==> src/core/gfcm_pkg.sv <==
/*
 * gfcm_pkg: shared types and constants for the glitch-free clock mux
 * block and its single-input buffer variants.
 * Assumes every user of it runs on the one system clock mclk.
 */
package gfcm_pkg;

    // number of flops a pin-side clock passes before it is trusted
    localparam int GFCM_SYNC_DEPTH = 3;

    // number of mux inputs and of single-input buffer variants
    localparam int GFCM_NUM_IN = 2;
    localparam int GFCM_NUM_VAR = 3;

    // reset values of the captured idle level and of the outputs
    localparam logic GFCM_IDLE_RST = 1'b0;
    localparam logic GFCM_OUT_RST = 1'b0;

    // index of each input inside the control arrays
    localparam logic GFCM_IDX_FIRST = 1'b0;
    localparam logic GFCM_IDX_SECOND = 1'b1;

    typedef enum logic [2:0] {
        GFCM_ST_CFG = 3'h0,
        GFCM_ST_RUN0 = 3'h1,
        GFCM_ST_RUN1 = 3'h2,
        GFCM_ST_IDLE = 3'h3,
        GFCM_ST_LEAVE = 3'h4,
        GFCM_ST_WAIT = 3'h5
    } gfcm_state_t;

    typedef enum logic [1:0] {
        GFCM_VAR_PLAIN = 2'h0,
        GFCM_VAR_LOW_IDLE = 2'h1,
        GFCM_VAR_HIGH_IDLE = 2'h2
    } gfcm_variant_t;

    // control lines of one mux input
    typedef struct packed {
        logic enable;
        logic choose;
        logic bypass;
    } gfcm_sel_t;

endpackage : gfcm_pkg

==> src/core/gfcm_pin_sync.sv <==
/*
 * gfcm_pin_sync: three-flop synchroniser for a clock arriving on a pin.
 * Assumes pin is asynchronous to mclk; level moves only once the second
 * and third flops agree, so a single metastable sample never shows.
 */
`timescale 1ns/10ps
module gfcm_pin_sync
    import gfcm_pkg::*;
(
    input wire logic mclk,
    input wire logic rst,
    input wire logic pin,
    output logic level
);
    import gfcm_pkg::*;

    logic [GFCM_SYNC_DEPTH-1:0] stage;
    logic [GFCM_SYNC_DEPTH-1:0] next_stage;
    logic next_level;

    always_comb begin
        next_stage = {stage[GFCM_SYNC_DEPTH-2:0], pin};
        next_level = (stage[1] == stage[2]) ? stage[2] : level;
    end

    always_ff @(posedge mclk or posedge rst) begin
        if (rst) begin
            stage <= '0;
            level <= 1'b0;
        end else begin
            stage <= next_stage;
            level <= next_level;
        end
    end

endmodule : gfcm_pin_sync

==> src/core/gfcm_gated_buffer.sv <==
/*
 * gfcm_gated_buffer: single-input clock buffer in one of three variants:
 * plain pass-through, gated idling low, gated idling high.
 * Assumes clk_level is already synchronised to mclk.
 */
`timescale 1ns/10ps
module gfcm_gated_buffer
    import gfcm_pkg::*;
#(
    parameter gfcm_variant_t VARIANT = GFCM_VAR_PLAIN
)
(
    input wire logic mclk,
    input wire logic rst,
    input wire logic clk_level,
    input wire logic enable,
    output logic clk_out
);
    import gfcm_pkg::*;

    logic gate;
    logic next_gate;
    logic next_out;

    always_comb begin
        next_gate = gate;
        next_out = clk_level;
        case (VARIANT)
            GFCM_VAR_LOW_IDLE: begin
                // enable only sampled in the low phase; a pulse runs out
                next_gate = clk_level ? gate : enable;
                next_out = clk_level & gate;
            end
            GFCM_VAR_HIGH_IDLE: begin
                next_gate = clk_level ? enable : gate;
                next_out = clk_level | ~gate;
            end
            default: begin
                next_out = clk_level;
            end
        endcase
    end

    always_ff @(posedge mclk or posedge rst) begin
        if (rst) begin
            gate <= 1'b0;
            clk_out <= (VARIANT == GFCM_VAR_HIGH_IDLE);
        end else begin
            gate <= next_gate;
            clk_out <= next_out;
        end
    end

endmodule : gfcm_gated_buffer

==> src/core/gfcm_dual_input_clock_mux.sv <==
/*
 * gfcm_dual_input_clock_mux: oversampled glitch-free two-input clock mux
 * plus the three single-input buffer variants, all on mclk.
 * Assumes input clocks are well below half of mclk, and that select,
 * enable, bypass and configuration lines come from logic on mclk.
 */
`timescale 1ns/10ps
module gfcm_dual_input_clock_mux
    import gfcm_pkg::*;
(
    input wire logic mclk,
    input wire logic rst,
    input wire logic first_clock_in,
    input wire logic second_clock_in,
    input wire logic first_enable_line,
    input wire logic second_enable_line,
    input wire logic first_choose_line,
    input wire logic second_choose_line,
    input wire logic first_bypass_edge_check,
    input wire logic second_bypass_edge_check,
    input wire logic idle_level,
    input wire logic power_up_pick_first,
    input wire logic power_up_pick_second,
    input wire logic buffer_clock_in,
    input wire logic low_idle_enable,
    input wire logic high_idle_enable,
    output logic mux_clock_out,
    output logic plain_clock_out,
    output logic low_idle_clock_out,
    output logic high_idle_clock_out
);
    import gfcm_pkg::*;

    localparam gfcm_variant_t VAR_MODE [GFCM_NUM_VAR] = '{
        GFCM_VAR_PLAIN, GFCM_VAR_LOW_IDLE, GFCM_VAR_HIGH_IDLE};

    logic [GFCM_NUM_IN:0] raw_pin;
    logic [GFCM_NUM_IN:0] pin_level;
    logic [GFCM_NUM_VAR-1:0] var_enable;
    logic [GFCM_NUM_VAR-1:0] var_out;
    logic [GFCM_NUM_IN-1:0] clk_s;
    gfcm_sel_t sel [GFCM_NUM_IN];
    logic [GFCM_NUM_IN-1:0] want;
    logic [GFCM_NUM_IN-1:0] byp;

    gfcm_state_t state;
    gfcm_state_t next_state;
    logic tgt_valid;
    logic next_tgt_valid;
    logic tgt_idx;
    logic next_tgt_idx;
    logic src_idx;
    logic next_src_idx;
    logic idle_q;
    logic next_idle_q;
    logic [GFCM_NUM_IN-1:0] clk_d;
    logic next_mux_out;

    logic cur_idx;
    logic cur_run;
    logic oth_idx;

    assign raw_pin = {buffer_clock_in, second_clock_in, first_clock_in};
    assign var_enable = {high_idle_enable, low_idle_enable, 1'b1};
    assign clk_s = pin_level[GFCM_NUM_IN-1:0];

    // the mux inputs arrive from other clocks, so each gets its own sync
    genvar gi;
    generate
        for (gi = 0; gi <= GFCM_NUM_IN; gi++) begin : g_sync
            gfcm_pin_sync u_sync (
                .mclk(mclk),
                .rst(rst),
                .pin(raw_pin[gi]),
                .level(pin_level[gi])
            );
        end
        for (gi = 0; gi < GFCM_NUM_VAR; gi++) begin : g_var
            gfcm_gated_buffer #(.VARIANT(VAR_MODE[gi])) u_buf (
                .mclk(mclk),
                .rst(rst),
                .clk_level(pin_level[GFCM_NUM_IN]),
                .enable(var_enable[gi]),
                .clk_out(var_out[gi])
            );
        end
    endgenerate

    assign sel[0] = '{first_enable_line, first_choose_line,
                      first_bypass_edge_check};
    assign sel[1] = '{second_enable_line, second_choose_line,
                      second_bypass_edge_check};

    always_comb begin
        for (int i = 0; i < GFCM_NUM_IN; i++) begin
            want[i] = sel[i].enable & sel[i].choose;
            byp[i] = sel[i].bypass;
        end
    end

    assign cur_run = (state == GFCM_ST_RUN0) || (state == GFCM_ST_RUN1);
    assign cur_idx = (state == GFCM_ST_RUN1) ? GFCM_IDX_SECOND
                                              : GFCM_IDX_FIRST;
    assign oth_idx = ~cur_idx;

    // state to take once the old input is let go
    function automatic gfcm_state_t enter_state(
        input logic valid,
        input logic idx,
        input logic [GFCM_NUM_IN-1:0] bypass
    );
        gfcm_state_t st;
        st = GFCM_ST_IDLE;
        if (valid) begin
            if (bypass[idx]) begin
                st = idx ? GFCM_ST_RUN1 : GFCM_ST_RUN0;
            end else begin
                st = GFCM_ST_WAIT;
            end
        end
        return st;
    endfunction : enter_state

    always_comb begin
        next_state = state;
        next_tgt_valid = tgt_valid;
        next_tgt_idx = tgt_idx;
        next_src_idx = src_idx;
        next_idle_q = idle_q;
        next_mux_out = idle_q;
        case (state)
            GFCM_ST_CFG: begin
                next_idle_q = idle_level;
                next_mux_out = idle_level;
                if (power_up_pick_first) begin
                    next_state = GFCM_ST_RUN0;
                end else if (power_up_pick_second) begin
                    next_state = GFCM_ST_RUN1;
                end else begin
                    next_state = GFCM_ST_IDLE;
                end
            end
            GFCM_ST_RUN0, GFCM_ST_RUN1: begin
                next_mux_out = clk_s[cur_idx];
                // staying while still wanted covers the both-high case
                if (!want[cur_idx]) begin
                    next_tgt_valid = want[oth_idx];
                    next_tgt_idx = oth_idx;
                    next_src_idx = cur_idx;
                    if (byp[cur_idx]) begin
                        // park at once so a dead clock never lingers
                        next_mux_out = idle_q;
                        next_state = enter_state(want[oth_idx], oth_idx,
                                                 byp);
                    end else if (sel[cur_idx].choose) begin
                        // enable-only drop: no wait, setup is user's risk
                        next_mux_out = idle_q;
                        next_state = enter_state(want[oth_idx], oth_idx,
                                                 byp);
                    end else if (clk_s[cur_idx] == idle_q) begin
                        next_mux_out = idle_q;
                        next_state = enter_state(want[oth_idx], oth_idx,
                                                 byp);
                    end else begin
                        next_state = GFCM_ST_LEAVE;
                    end
                end
            end
            GFCM_ST_LEAVE: begin
                // old clock keeps driving until it reaches the park level or its bypass is set
                next_mux_out = clk_s[src_idx];
                if (clk_s[src_idx] == idle_q || byp[src_idx]) begin
                    next_mux_out = idle_q;
                    next_state = enter_state(tgt_valid, tgt_idx,
                                             byp);
                end
            end
            GFCM_ST_WAIT: begin
                if (!want[tgt_idx]) begin
                    next_state = GFCM_ST_IDLE;
                end else if (byp[tgt_idx] ||
                             (clk_d[tgt_idx] != idle_q &&
                              clk_s[tgt_idx] == idle_q)) begin
                    // new clock just reached the park level (no seam), or its bypass is set
                    next_state = tgt_idx ? GFCM_ST_RUN1
                                         : GFCM_ST_RUN0;
                end
            end
            GFCM_ST_IDLE: begin
                next_tgt_idx = want[1];
                next_tgt_valid = want[0] ^ want[1];
                if (want[0] ^ want[1]) begin
                    next_state = enter_state(1'b1, want[1], byp);
                end
            end
            default: begin
                next_state = GFCM_ST_IDLE;
            end
        endcase
    end

    always_ff @(posedge mclk or posedge rst) begin
        if (rst) begin
            state <= GFCM_ST_CFG;
            tgt_valid <= 1'b0;
            tgt_idx <= GFCM_IDX_FIRST;
            src_idx <= GFCM_IDX_FIRST;
            idle_q <= GFCM_IDLE_RST;
            clk_d <= '0;
            mux_clock_out <= GFCM_OUT_RST;
            plain_clock_out <= GFCM_OUT_RST;
            low_idle_clock_out <= GFCM_OUT_RST;
            high_idle_clock_out <= GFCM_OUT_RST;
        end else begin
            state <= next_state;
            tgt_valid <= next_tgt_valid;
            tgt_idx <= next_tgt_idx;
            src_idx <= next_src_idx;
            idle_q <= next_idle_q;
            clk_d <= clk_s;
            mux_clock_out <= next_mux_out;
            plain_clock_out <= var_out[0];
            low_idle_clock_out <= var_out[1];
            high_idle_clock_out <= var_out[2];
        end
    end

    AST_RUN_FOLLOWS: assert property (
        @(posedge mclk) disable iff (rst)
        state == GFCM_ST_RUN1 && want[1] |=> mux_clock_out == $past(clk_s[1])
    ) else $error("output does not follow the second input");

    AST_HOLD_BOTH: assert property (
        @(posedge mclk) disable iff (rst)
        state == GFCM_ST_RUN0 && want[0] && want[1] |=> state == GFCM_ST_RUN0
    ) else $error("both pairs high dropped the old input");

    AST_NONE_IDLE: assert property (
        @(posedge mclk) disable iff (rst)
        state == GFCM_ST_IDLE && !want[0] && !want[1]
        |=> mux_clock_out == idle_q && $stable(mux_clock_out)
    ) else $error("output moved with no input selected");

    AST_PARK_LEVEL: assert property (
        @(posedge mclk) disable iff (rst)
        state == GFCM_ST_WAIT |=> mux_clock_out == idle_q
    ) else $error("output not parked while waiting for new clock");

    AST_LEAVE_EDGE: assert property (
        @(posedge mclk) disable iff (rst)
        state == GFCM_ST_LEAVE && clk_s[src_idx] == idle_q
        |=> state != GFCM_ST_LEAVE && mux_clock_out == idle_q
    ) else $error("leave phase missed the old clock park edge");

    AST_SAFE_LEAVE: assert property (
        @(posedge mclk) disable iff (rst)
        cur_run && !want[cur_idx] && sel[cur_idx].enable && !byp[cur_idx]
        && clk_s[cur_idx] != idle_q |=> state == GFCM_ST_LEAVE
    ) else $error("choose-line switch did not wait for the old edge");

    AST_BYPASS: assert property (
        @(posedge mclk) disable iff (rst)
        state == GFCM_ST_RUN0 && !want[0] && byp[0] && want[1] && byp[1]
        |=> state == GFCM_ST_RUN1
    ) else $error("bypass did not switch at once");

    AST_CE_FAST: assert property (
        @(posedge mclk) disable iff (rst)
        state == GFCM_ST_RUN0 && first_choose_line && !first_enable_line
        && want[1] && !byp[1] |=> state == GFCM_ST_WAIT
    ) else $error("enable-only switch waited for the old clock");

    AST_CFG_IDLE: assert property (
        @(posedge mclk) disable iff (rst)
        state == GFCM_ST_CFG |=> mux_clock_out == idle_q
    ) else $error("output not at idle level after configuration");

    AST_PRESELECT: assert property (
        @(posedge mclk) disable iff (rst)
        state == GFCM_ST_CFG && power_up_pick_first |=> state == GFCM_ST_RUN0
    ) else $error("power-up pick of the first input ignored");

    AST_RUN0_FOLLOWS: assert property (
        @(posedge mclk) disable iff (rst)
        state == GFCM_ST_RUN0 && want[0] |=> mux_clock_out == $past(clk_s[0])
    ) else $error("output does not follow the first input");

    AST_HOLD_BOTH_SECOND: assert property (
        @(posedge mclk) disable iff (rst)
        state == GFCM_ST_RUN1 && want[0] && want[1] |=> state == GFCM_ST_RUN1
    ) else $error("both pairs high dropped the second input");

    AST_IDLE_STAYS: assert property (
        @(posedge mclk) disable iff (rst)
        state == GFCM_ST_IDLE && want[0] == want[1] |=> state == GFCM_ST_IDLE
    ) else $error("idle left without a single valid pair");

    AST_WAIT_HOLD: assert property (
        @(posedge mclk) disable iff (rst)
        state == GFCM_ST_WAIT && want[tgt_idx] && !byp[tgt_idx]
        && !(clk_d[tgt_idx] != idle_q && clk_s[tgt_idx] == idle_q)
        |=> state == GFCM_ST_WAIT
    ) else $error("new clock taken before its park edge");

    AST_LEAVE_DRIVES: assert property (
        @(posedge mclk) disable iff (rst)
        state == GFCM_ST_LEAVE && clk_s[src_idx] != idle_q && !byp[src_idx]
        |=> state == GFCM_ST_LEAVE && mux_clock_out != idle_q
    ) else $error("old clock pulse cut short while leaving");

    AST_IDLE_CAPTURE: assert property (
        @(posedge mclk) disable iff (rst)
        state == GFCM_ST_CFG |=> idle_q == $past(idle_level)
    ) else $error("idle level not captured at configuration");

    AST_PRESELECT_SECOND: assert property (
        @(posedge mclk) disable iff (rst)
        state == GFCM_ST_CFG && !power_up_pick_first && power_up_pick_second
        |=> state == GFCM_ST_RUN1
    ) else $error("power-up pick of the second input ignored");

    AST_BYPASS_PARK: assert property (
        @(posedge mclk) disable iff (rst)
        state == GFCM_ST_RUN0 && !want[0] && byp[0]
        |=> state != GFCM_ST_RUN0 && mux_clock_out == idle_q
    ) else $error("bypassed input not left at once");

    AST_ENABLE_PARK: assert property (
        @(posedge mclk) disable iff (rst)
        state == GFCM_ST_RUN1 && second_choose_line && !second_enable_line
        |=> state != GFCM_ST_RUN1 && mux_clock_out == idle_q
    ) else $error("enable-only drop waited for the old clock");

endmodule : gfcm_dual_input_clock_mux

==> config.mk <==
export PLATFORM = sky130hd
export DESIGN_NAME = gfcm_dual_input_clock_mux
export DESIGN_NICKNAME = d
export VERILOG_FILES = /design/src/core/gfcm_pkg.sv /design/src/core/gfcm_pin_sync.sv /design/src/core/gfcm_gated_buffer.sv /design/src/core/gfcm_dual_input_clock_mux.sv
export SDC_FILE = /design/constraint.sdc
export NUM_CORES = 1
export LEC_CHECK = 0
export BUFFER_PORTS_ARGS = -buffer_cell sky130_fd_sc_hd__buf_2
export CORE_MARGIN = 3
export CORE_UTILIZATION = 45
export DETAILED_ROUTE_END_ITERATION = 8
export GPL_TIMING_DRIVEN = 0
export PLACE_DENSITY_LB_ADDON = 0.3
export SYNTH_ARGS = -nofsm -noshare
export SYNTH_HDL_FRONTEND = slang
export SYNTH_SLANG_ARGS = --single-unit
export TNS_END_PERCENT = 100
==> constraint.sdc <==
create_clock -name mclk -period 2.76 [get_ports mclk]
set_input_delay 0.138 -clock mclk [delete_from_list [all_inputs] [get_ports mclk]]
set_output_delay 0.138 -clock mclk [all_outputs]
set_load 0.03 [all_outputs]
==> flow_results.org, run 1 <==
** Power and ir drop
- Of the total power, the clock network draws 0.163.
- Sw Pwr :: 0.696 mW
- Internal power comes to 0.972 mW.
- Of the total power, registers draw 0.357.
- Of the total power, the share spent switching nets is 0.417.
- The share of total power dissipated in combinational logic is 0.480.
- In this run the power density over the cells is 920 nW/µm².
- Leak :: 0.803 nW
- The worst-case IR drop observed on VDD is 0.000423 V.

** Logic synthesis
- The synthesized netlist contains 50 unique library cells.
- Cell taking the most area after synthesis :: dfrtp_1
- In the synthesized netlist the dominant register cell turns out to be dfrtp_1.
- Top post-synthesis cells by area :: dfrtp_1 46%, nand2_1 3.6%, mux2i_1 3.2%, nor2_1 3.1%, nand3_1 2.2%
- Flip-flop and latch count after synthesis :: 30
- Synthesis produced a netlist with a net count of 177.
- Synth top cells by count :: 29 x dfrtp_1, 15 x nand2_1, 13 x nor2_1
- Summing every instance area after synthesis gives 1580 µm².
- Total of warnings raised by yosys :: 0
- Of the post-synthesis cell area, the dominant cell type holds 0.460.
- Of the synthesized area, sequential elements account for 0.476.
- Dividing the synthesized area by the synthesized cell count gives 9.81 µm².
- Number of synthesized flops with an enable pin :: 0
- Share of synthesized registers carrying an async set or reset :: 1.00
- Most common cell in the synthesized netlist :: dfrtp_1
- After technology mapping, the gate count stands at 161.

** Timing
- The worst path needs 1.74 ns of the cycle, external delays included.
- Aggregate negative setup slack :: 0 ns
- Final setup violation count :: 0
- The max-slew violation count came to 0.
- Setup repair after global routing missed its margin :: false
- Headroom to the max-slew limit :: 0.279
- Period utilization :: 0.631
- Worst Hold Margin :: 0.0128 ns
- Fmax achieved :: 574 MHz
- At the pin with the least slew margin, the transition time is 1.08 ns.
- Hold violation total from the final report :: 0
- Between clock sinks in the finished design, the worst skew comes to 0.00405 ns.

** Detailed routing
- Router iterations before antenna repair :: 4
- Final wirelength :: 3680 µm
- Average vias per placed instance :: 5.72
- First-iteration detailed-routing DRC count :: 126
- Routed wire length per instance :: 15.7 µm
- The detailed router placed 1339 vias in this run.
- The detail route stage leaves a number of antenna-violating nets equal to 0.
- In the routed design, unresolved DRC markers number 0.

** Floorplanning
- Die Span Y :: 65.2 µm
- The die is 65.2 µm wide.
- 20 I/O pins were placed.
- Area inside the core boundary :: 3200 µm²
- For this configuration, the core starts out at a cell density of 0.493.
- DIE AREA :: 4260 µm²
- Row generation in the floorplan step produced 20 rows.

** GRT
- Maximum number of pins on one net before global-route repair :: 31
- The initial antenna violation count was 0.
- The first global-routing pass estimated 6490 µm of wire.
- Remaining global-route overflow :: 0
- Across every metal layer, demand over resource in global routing totals 0.199.
- Vias in the first global route :: 1296

** Min path
- Along the worst hold path, the cell count comes to 3.
- Worst min-delay path category :: in -> reg

** Clock network
- CTS root buffer :: clkbuf_4
- The H-tree was split into 2 levels.
- Clock-pin slew was measured on the worst setup and hold paths at 0.09 ns.
- CTS tree :: yes
- For the worst-skew pair, the clock arrives at the later sink with an insertion delay of 0.33 ns.
- Clock tree synthesis found a total of 30 sinks.
- The clock passes through at most 2 buffers.
- Buffers inserted during clock tree synthesis total 5.
- Resized cells post-CTS :: 0

** Worst setup path
- Ordered cell list for the critical path :: buf_6 -> nor3b_4 -> nor2_1 -> a21o_1 -> a2111oi_1 -> o21ai_1
- The worst setup path is of the reg -> reg kind.
- Of all nets on the critical path, the largest fanout is 10.
- For this design, the slowest cell found on the critical path is dfrtp_1.
- STA classifies the critical path endpoint as a register.
- Worst path required time :: 2.97 ns
- Number of cell instances on the worst register-to-register path :: 6
- The worst setup path is launched from a register.
- At the worst endpoint, the arrival time is 1.95 ns.
- Worst path max stage delay :: 0.38 ns

** Final layout
- The layout has 323 filler cells.
- Share of post-route cells with drive strength above 1 :: 0.195
- Area growth from synthesis to layout :: 14.9%
- The net count of the finished layout is 205.
- N_diodes :: 0

** Status
- Status :: complete, no violations

** Placed design
- Routability-driven placement finished with a final weighted congestion of 0.892.
- Once detailed placement completed, the half-perimeter wirelength came to 2620 µm.
- Port buffering added 18 buffers.

** Job
- The tool flagged a number of max-cap violations equal to 0.
[area by class of cell]
| class | count | area (µm²) | share of cell area |
|---|---|---|---|
| Multi-Input combinational cell | 116 | 757 | 0.417 |
| Sequential cell | 30 | 752 | 0.414 |
| Timing Repair Buffer | 21 | 120 | 0.0662 |
| Clock buffer | 7 | 55.1 | 0.0303 |
| Tap cell | 44 | 55.1 | 0.0303 |
| Buffer | 10 | 51.3 | 0.0283 |
| Inverter | 5 | 18.8 | 0.0103 |
| Clock inverter | 1 | 5.00 | 0.00276 |
[flip-flops by register name, indices dropped and copies added, names as in the netlist, 2 cells and up]
register,flops
g_sync.u_sync.stage,9
g_var.u_buf.gate,2
g_sync.u_sync.level,3
clk_d,2
g_var.u_buf.clk_out,3
state,3
[stage by stage]
step	worst slack, ns	cell area (µm²)	power, mW	instances	utilization
final	1.02	1810	1.67	234	0.566
after global routing	0.849	1810	1.81	234	0.566
after CTS	1.04	1810	1.67	234	0.566
after detailed placement	1.05	1720	1.39	223	0.538
after global placement	1.03	1720	1.38	223	0.538
after floorplan	1.22	1580	1.19	161	-
[repair_timing]
item | CTS | global route
hold endpoints to repair | 3 | 0
endpoints found under the setup margin | 0 | 0
hold buffers | 3 | 0
buffers inserted | 0 | 0
[cell families (layout without fill, tap and decap cells)]
family	after synthesis	count (layout)	synth area share
simple gates	63	63	0.217
fa+ha+maj	3	3	0.0190
xor+xnor	3	3	0.0166
mux	8	8	0.0531
buf+inv	15	44	0.0444
flops	30	30	0.476
compound gates	39	39	0.174
[routing by layer]
layer,up-vias,part of all wire,track usage,wire length [µm]
met2,49,0.45,0.282,1660
met5,-,0,0,0
met4,0,0.0046,0.0544,17
met1,644,0.48,0.294,1760
met3,2,0.067,0.0615,248
li1,644,-,-,-
[layout by cell type (no fill, tap or decap), drive strengths merged, types with 3 or more instances in the layout]
master / count
and2: 4
nand2: 15
dfrtp: 29
buf: 25
mux2: 3
o31ai: 3
a31oi: 3
clkbuf: 10
a21oi: 6
inv: 5
mux2i: 5
nor2b: 3
nand3: 7
nor3: 4
o21ai: 9
nor2: 13
dlygate4sd3: 3
nand2b: 4
maj3: 3
nand4: 3
a211oi: 3
[power groups by stage]
stage          sequential [mW]  combinational, mW  clock, mW
2_1_floorplan            0.611              0.582          0
3_3_place_gp             0.599              0.776          0
3_5_place_dp             0.604              0.782          0
4_1_cts                  0.595              0.791      0.283
5_1_grt                  0.608              0.893      0.305
6_report                 0.596              0.801      0.272
[critical path: cells and delay by family, from the launching register on]
kind | cells | cell delay (ns)
DFF | 1 | 0.38
buffers and inverters | 1 | 0.14
and+or+nand+nor | 2 | 0.43
AOI/OAI and AO/OA | 3 | 0.66
[final timing paths]
path | to | startpoint | slack (ns)
worst max-delay path | state[1] | state[0] | 1.02
worst min-delay path | g_var[2].u_buf.gate | high_idle_enable | 0.01
worst max register to register | state[1] | state[0] | 1.02
worst min register to register | low_idle_clock_out | g_var[1].u_buf.clk_out | 0.35
max in group asynchronous | g_var[2].u_buf.gate | rst | 2.05
min in group asynchronous | clk_d[1] | rst | 0.06
Note: power is estimated with default switching activity, not from simulation.
==> run 2, diff against run 1 <==
- clock period: 2.76 -> 1.4 ns (I/O delays scaled with it)
==> run 2 against run 1 <==
The flow now finishes with violations (negative hold slack, negative setup slack); total power rose by 130%; die area unchanged; flip-flop and latch count did not move; global-route usage shrank 0.63 points; maximum frequency rose by 7.3%; non-clock buffer count is 9 higher; largest cell class unchanged.
==> flow_results.org, run 2 (synthesis results as in run 1) <==
** Power and ir drop
- In this run the power spent charging and discharging nets is 1.48 mW.
- Of the total power, the share spent switching nets is 0.394.
- IR analysis of the VDD net gives a maximum drop of 0.000853 V.
- The internal portion of the total power is 2.28 mW.
- Share of power burned in the clock network :: 0.177
- Of the total power, registers draw 0.327.
- Power density relative to cell area :: 1880 nW/µm²
- For this design the static power due to leakage is 0.892 nW.
- Gate power share :: 0.496

** Detailed routing
- Dividing the detail-routed via count by the number of cells gives 5.80.
- Post-DRT Antenna Nets :: 0
- In this run, the number of DRC markers left after iteration 0 of detailed routing was 118.
- The final route contains 1410 vias.
- Router iterations before antenna repair :: 4
- For this run, design rule violations remaining after detail routing come to 0.
- Summed over all layers, the routed wires come to 3810 µm.
- After detailed routing, the average wire length per cell comes to 15.7 µm.

** Final layout
- Commonest non-fill, non-tap cell in the layout :: dfrtp_1
- Share of post-route cells with drive strength above 1 :: 0.296
- Max reg flops :: 9
- Register ranked first by flip-flop count :: g_sync.u_sync.stage
- The net count of the finished layout is 214.
- At the end of the flow the core is filled with cells to 0.625.
- Relative to the synthesized area, the layout overhead comes to 26.9%.
- Leaving out fill and tap cells, the most frequent cells in the layout are 28 x dfrtp_1, 21 x buf_2, 15 x nand2_1.
- N_diodes :: 0

** Floorplanning
- The region available for standard cell placement spans 3200 µm².
- Initial core utilization :: 0.493
- Placement row count :: 20
- I/O pin count :: 20
- Width of the die :: 65.2 µm
- The die covers 4260 µm².
- The die is 65.2 µm tall.

** Timing
- Slew Viols, Final :: 0
- Subtracting the final worst setup slack from the clock period gives 1.62 ns.
- The final-report hold violation count was 17.
- Setup violations remaining at the end of the flow were counted as 4.
- Worst Hold Margin :: -0.00670 ns
- Dividing the final minimum period by the clock period gives 1.16.
- Fmax achieved :: 616 MHz
- Headroom to the max-slew limit came out at 0.275.
- Setup repair after global routing missed its margin :: true
- Worst Max-Slew Pin Slew :: 1.09 ns
- Worst Setup Slack, final :: -0.224 ns
- The clock arrives with 0.00833 ns of skew.

** Placed design
- Buffers placed on the I/O ports in this run total 18.
- Summed over all nets, the half-perimeter wirelength after detailed placement is 2590 µm.
- At the end of routability-driven placement, the weighted congestion stood at 0.990.
- Pre-CTS setup slack :: -0.258 ns

** Worst setup path
- Together, buffers and inverters on the worst path number 2.
- The worst setup path is launched from a register.
- The cell family contributing the most delay on the critical path is simple AND/OR/NAND/NOR gates.
- Worst path required time :: 1.60 ns
- The slowest stage of the critical path is the dfrtp_1 cell.
- Most common cell type on the critical path :: buf_4
- Walking the worst path, the cells encountered are nor3b_4 -> buf_4 -> buf_4 -> nand3_1 -> o41ai_2 -> nor4_1 -> o211ai_1.
- For the worst setup path, the data arrival time is 1.82 ns.
- Worst path max stage delay :: 0.44 ns
- STA classifies the critical path endpoint as a register.
- In this run the worst path has a maximum fanout of 4.
- Reg-to-reg setup timing slack :: -0.22 ns
- By startpoint and endpoint, the worst setup path is classified as reg -> reg.

** Clock network
- Buffers inserted during clock tree synthesis total 5.
- CTS root buffer :: clkbuf_4
- Sink count of the clock tree :: 30
- Clock slew at reported path FFs :: 0.10 ns
- Clock latency on the worst-skew pair :: 0.33 ns
- Max Root-Sink Buffers :: 2
- Htree depth :: 2
- CTS tree :: yes

** GRT
- Routing usage on met2 :: 0.283
- Entering global routing, the biggest net connects 31 pins.
- The first global-routing pass estimated 6400 µm of wire.
- Overall track demand over capacity in global routing :: 0.193
- After global routing the overflow that remains totals 0.
- Routing layer with the top usage in global route :: met2
- Vias in the first global route :: 1345
- For met3 alone, demand over resource in global routing was 0.0444.
- The initial antenna violation count was 0.
- For met1 alone, demand over resource in global routing was 0.278.

** Status
- The run finished, with violations left.
- Violations in the final reports :: negative hold slack, negative setup slack

** Min path
- Worst min-delay path category :: in -> async

** Job
- Count of max-cap constraint violations :: 0
## run 2: metrics by stage
stage	instance area (µm²)	TNS (ns)	instances	total power [mW]	hold slack, ns
floorplan	1580	-0.141	161	2.37	0.101
global placement	1730	-1.04	223	2.71	0.178
detailed placement	1730	-1.18	223	2.74	0.183
CTS	1960	-0.623	243	3.65	0.0425
global route	2000	-1.04	243	4.00	0.0966
finish	2000	-0.696	243	3.76	-0.00670
## run 2: path summary, 6_finish.rpt
| check | depth (start not counted) | endpoint | start |
|---|---|---|---|
| setup / recovery | 7 | state[2] | state[1] |
| hold / removal | 2 | g_sync[1].u_sync.stage[1] | rst |
| setup reg to reg | 7 | state[2] | state[1] |
| hold reg to reg | 0 | low_idle_clock_out | g_var[1].u_buf.clk_out |
| max in group asynchronous | 2 | tgt_idx | rst |
| min in group mclk | 5 | state[0] | power_up_pick_first |
## run 2: final cells by class
type	count	area [µm²]
inverters	5	18.8
repair buffers	31	200
fillers	297	1200
plain buffers	9	75.1
multi-input cells	116	823
flip-flops and latches	30	753
clock buffers	5	37.5
clock inverters	3	40.0
well taps	44	55.1
## run 2: what timing repair did
| action | in CTS | in global routing |
|---|---|---|
| setup endpoints to repair | 7 | 6 |
| setup buffers | 7 | 0 |
| gates resized for setup | 14 | 14 |
| endpoints found under the hold margin | 6 | 0 |
| hold buffers | 6 | 0 |
| pin swaps | 6 | 5 |
## run 2: layer usage
layer,vias to the layer above,routed length (µm)
met5,-,0
met4,0,54
met3,8,269
met2,56,1770
met1,687,1720
li1,659,-
## run 2: power by group through the flow
stage	sequential [mW]	clock, mW	combinational [mW]
floorplan	1.20	0	1.17
global placement	1.18	0	1.53
detailed placement	1.20	0	1.54
global route	1.25	0.724	2.03
finish	1.23	0.667	1.87
CTS	1.21	0.679	1.76
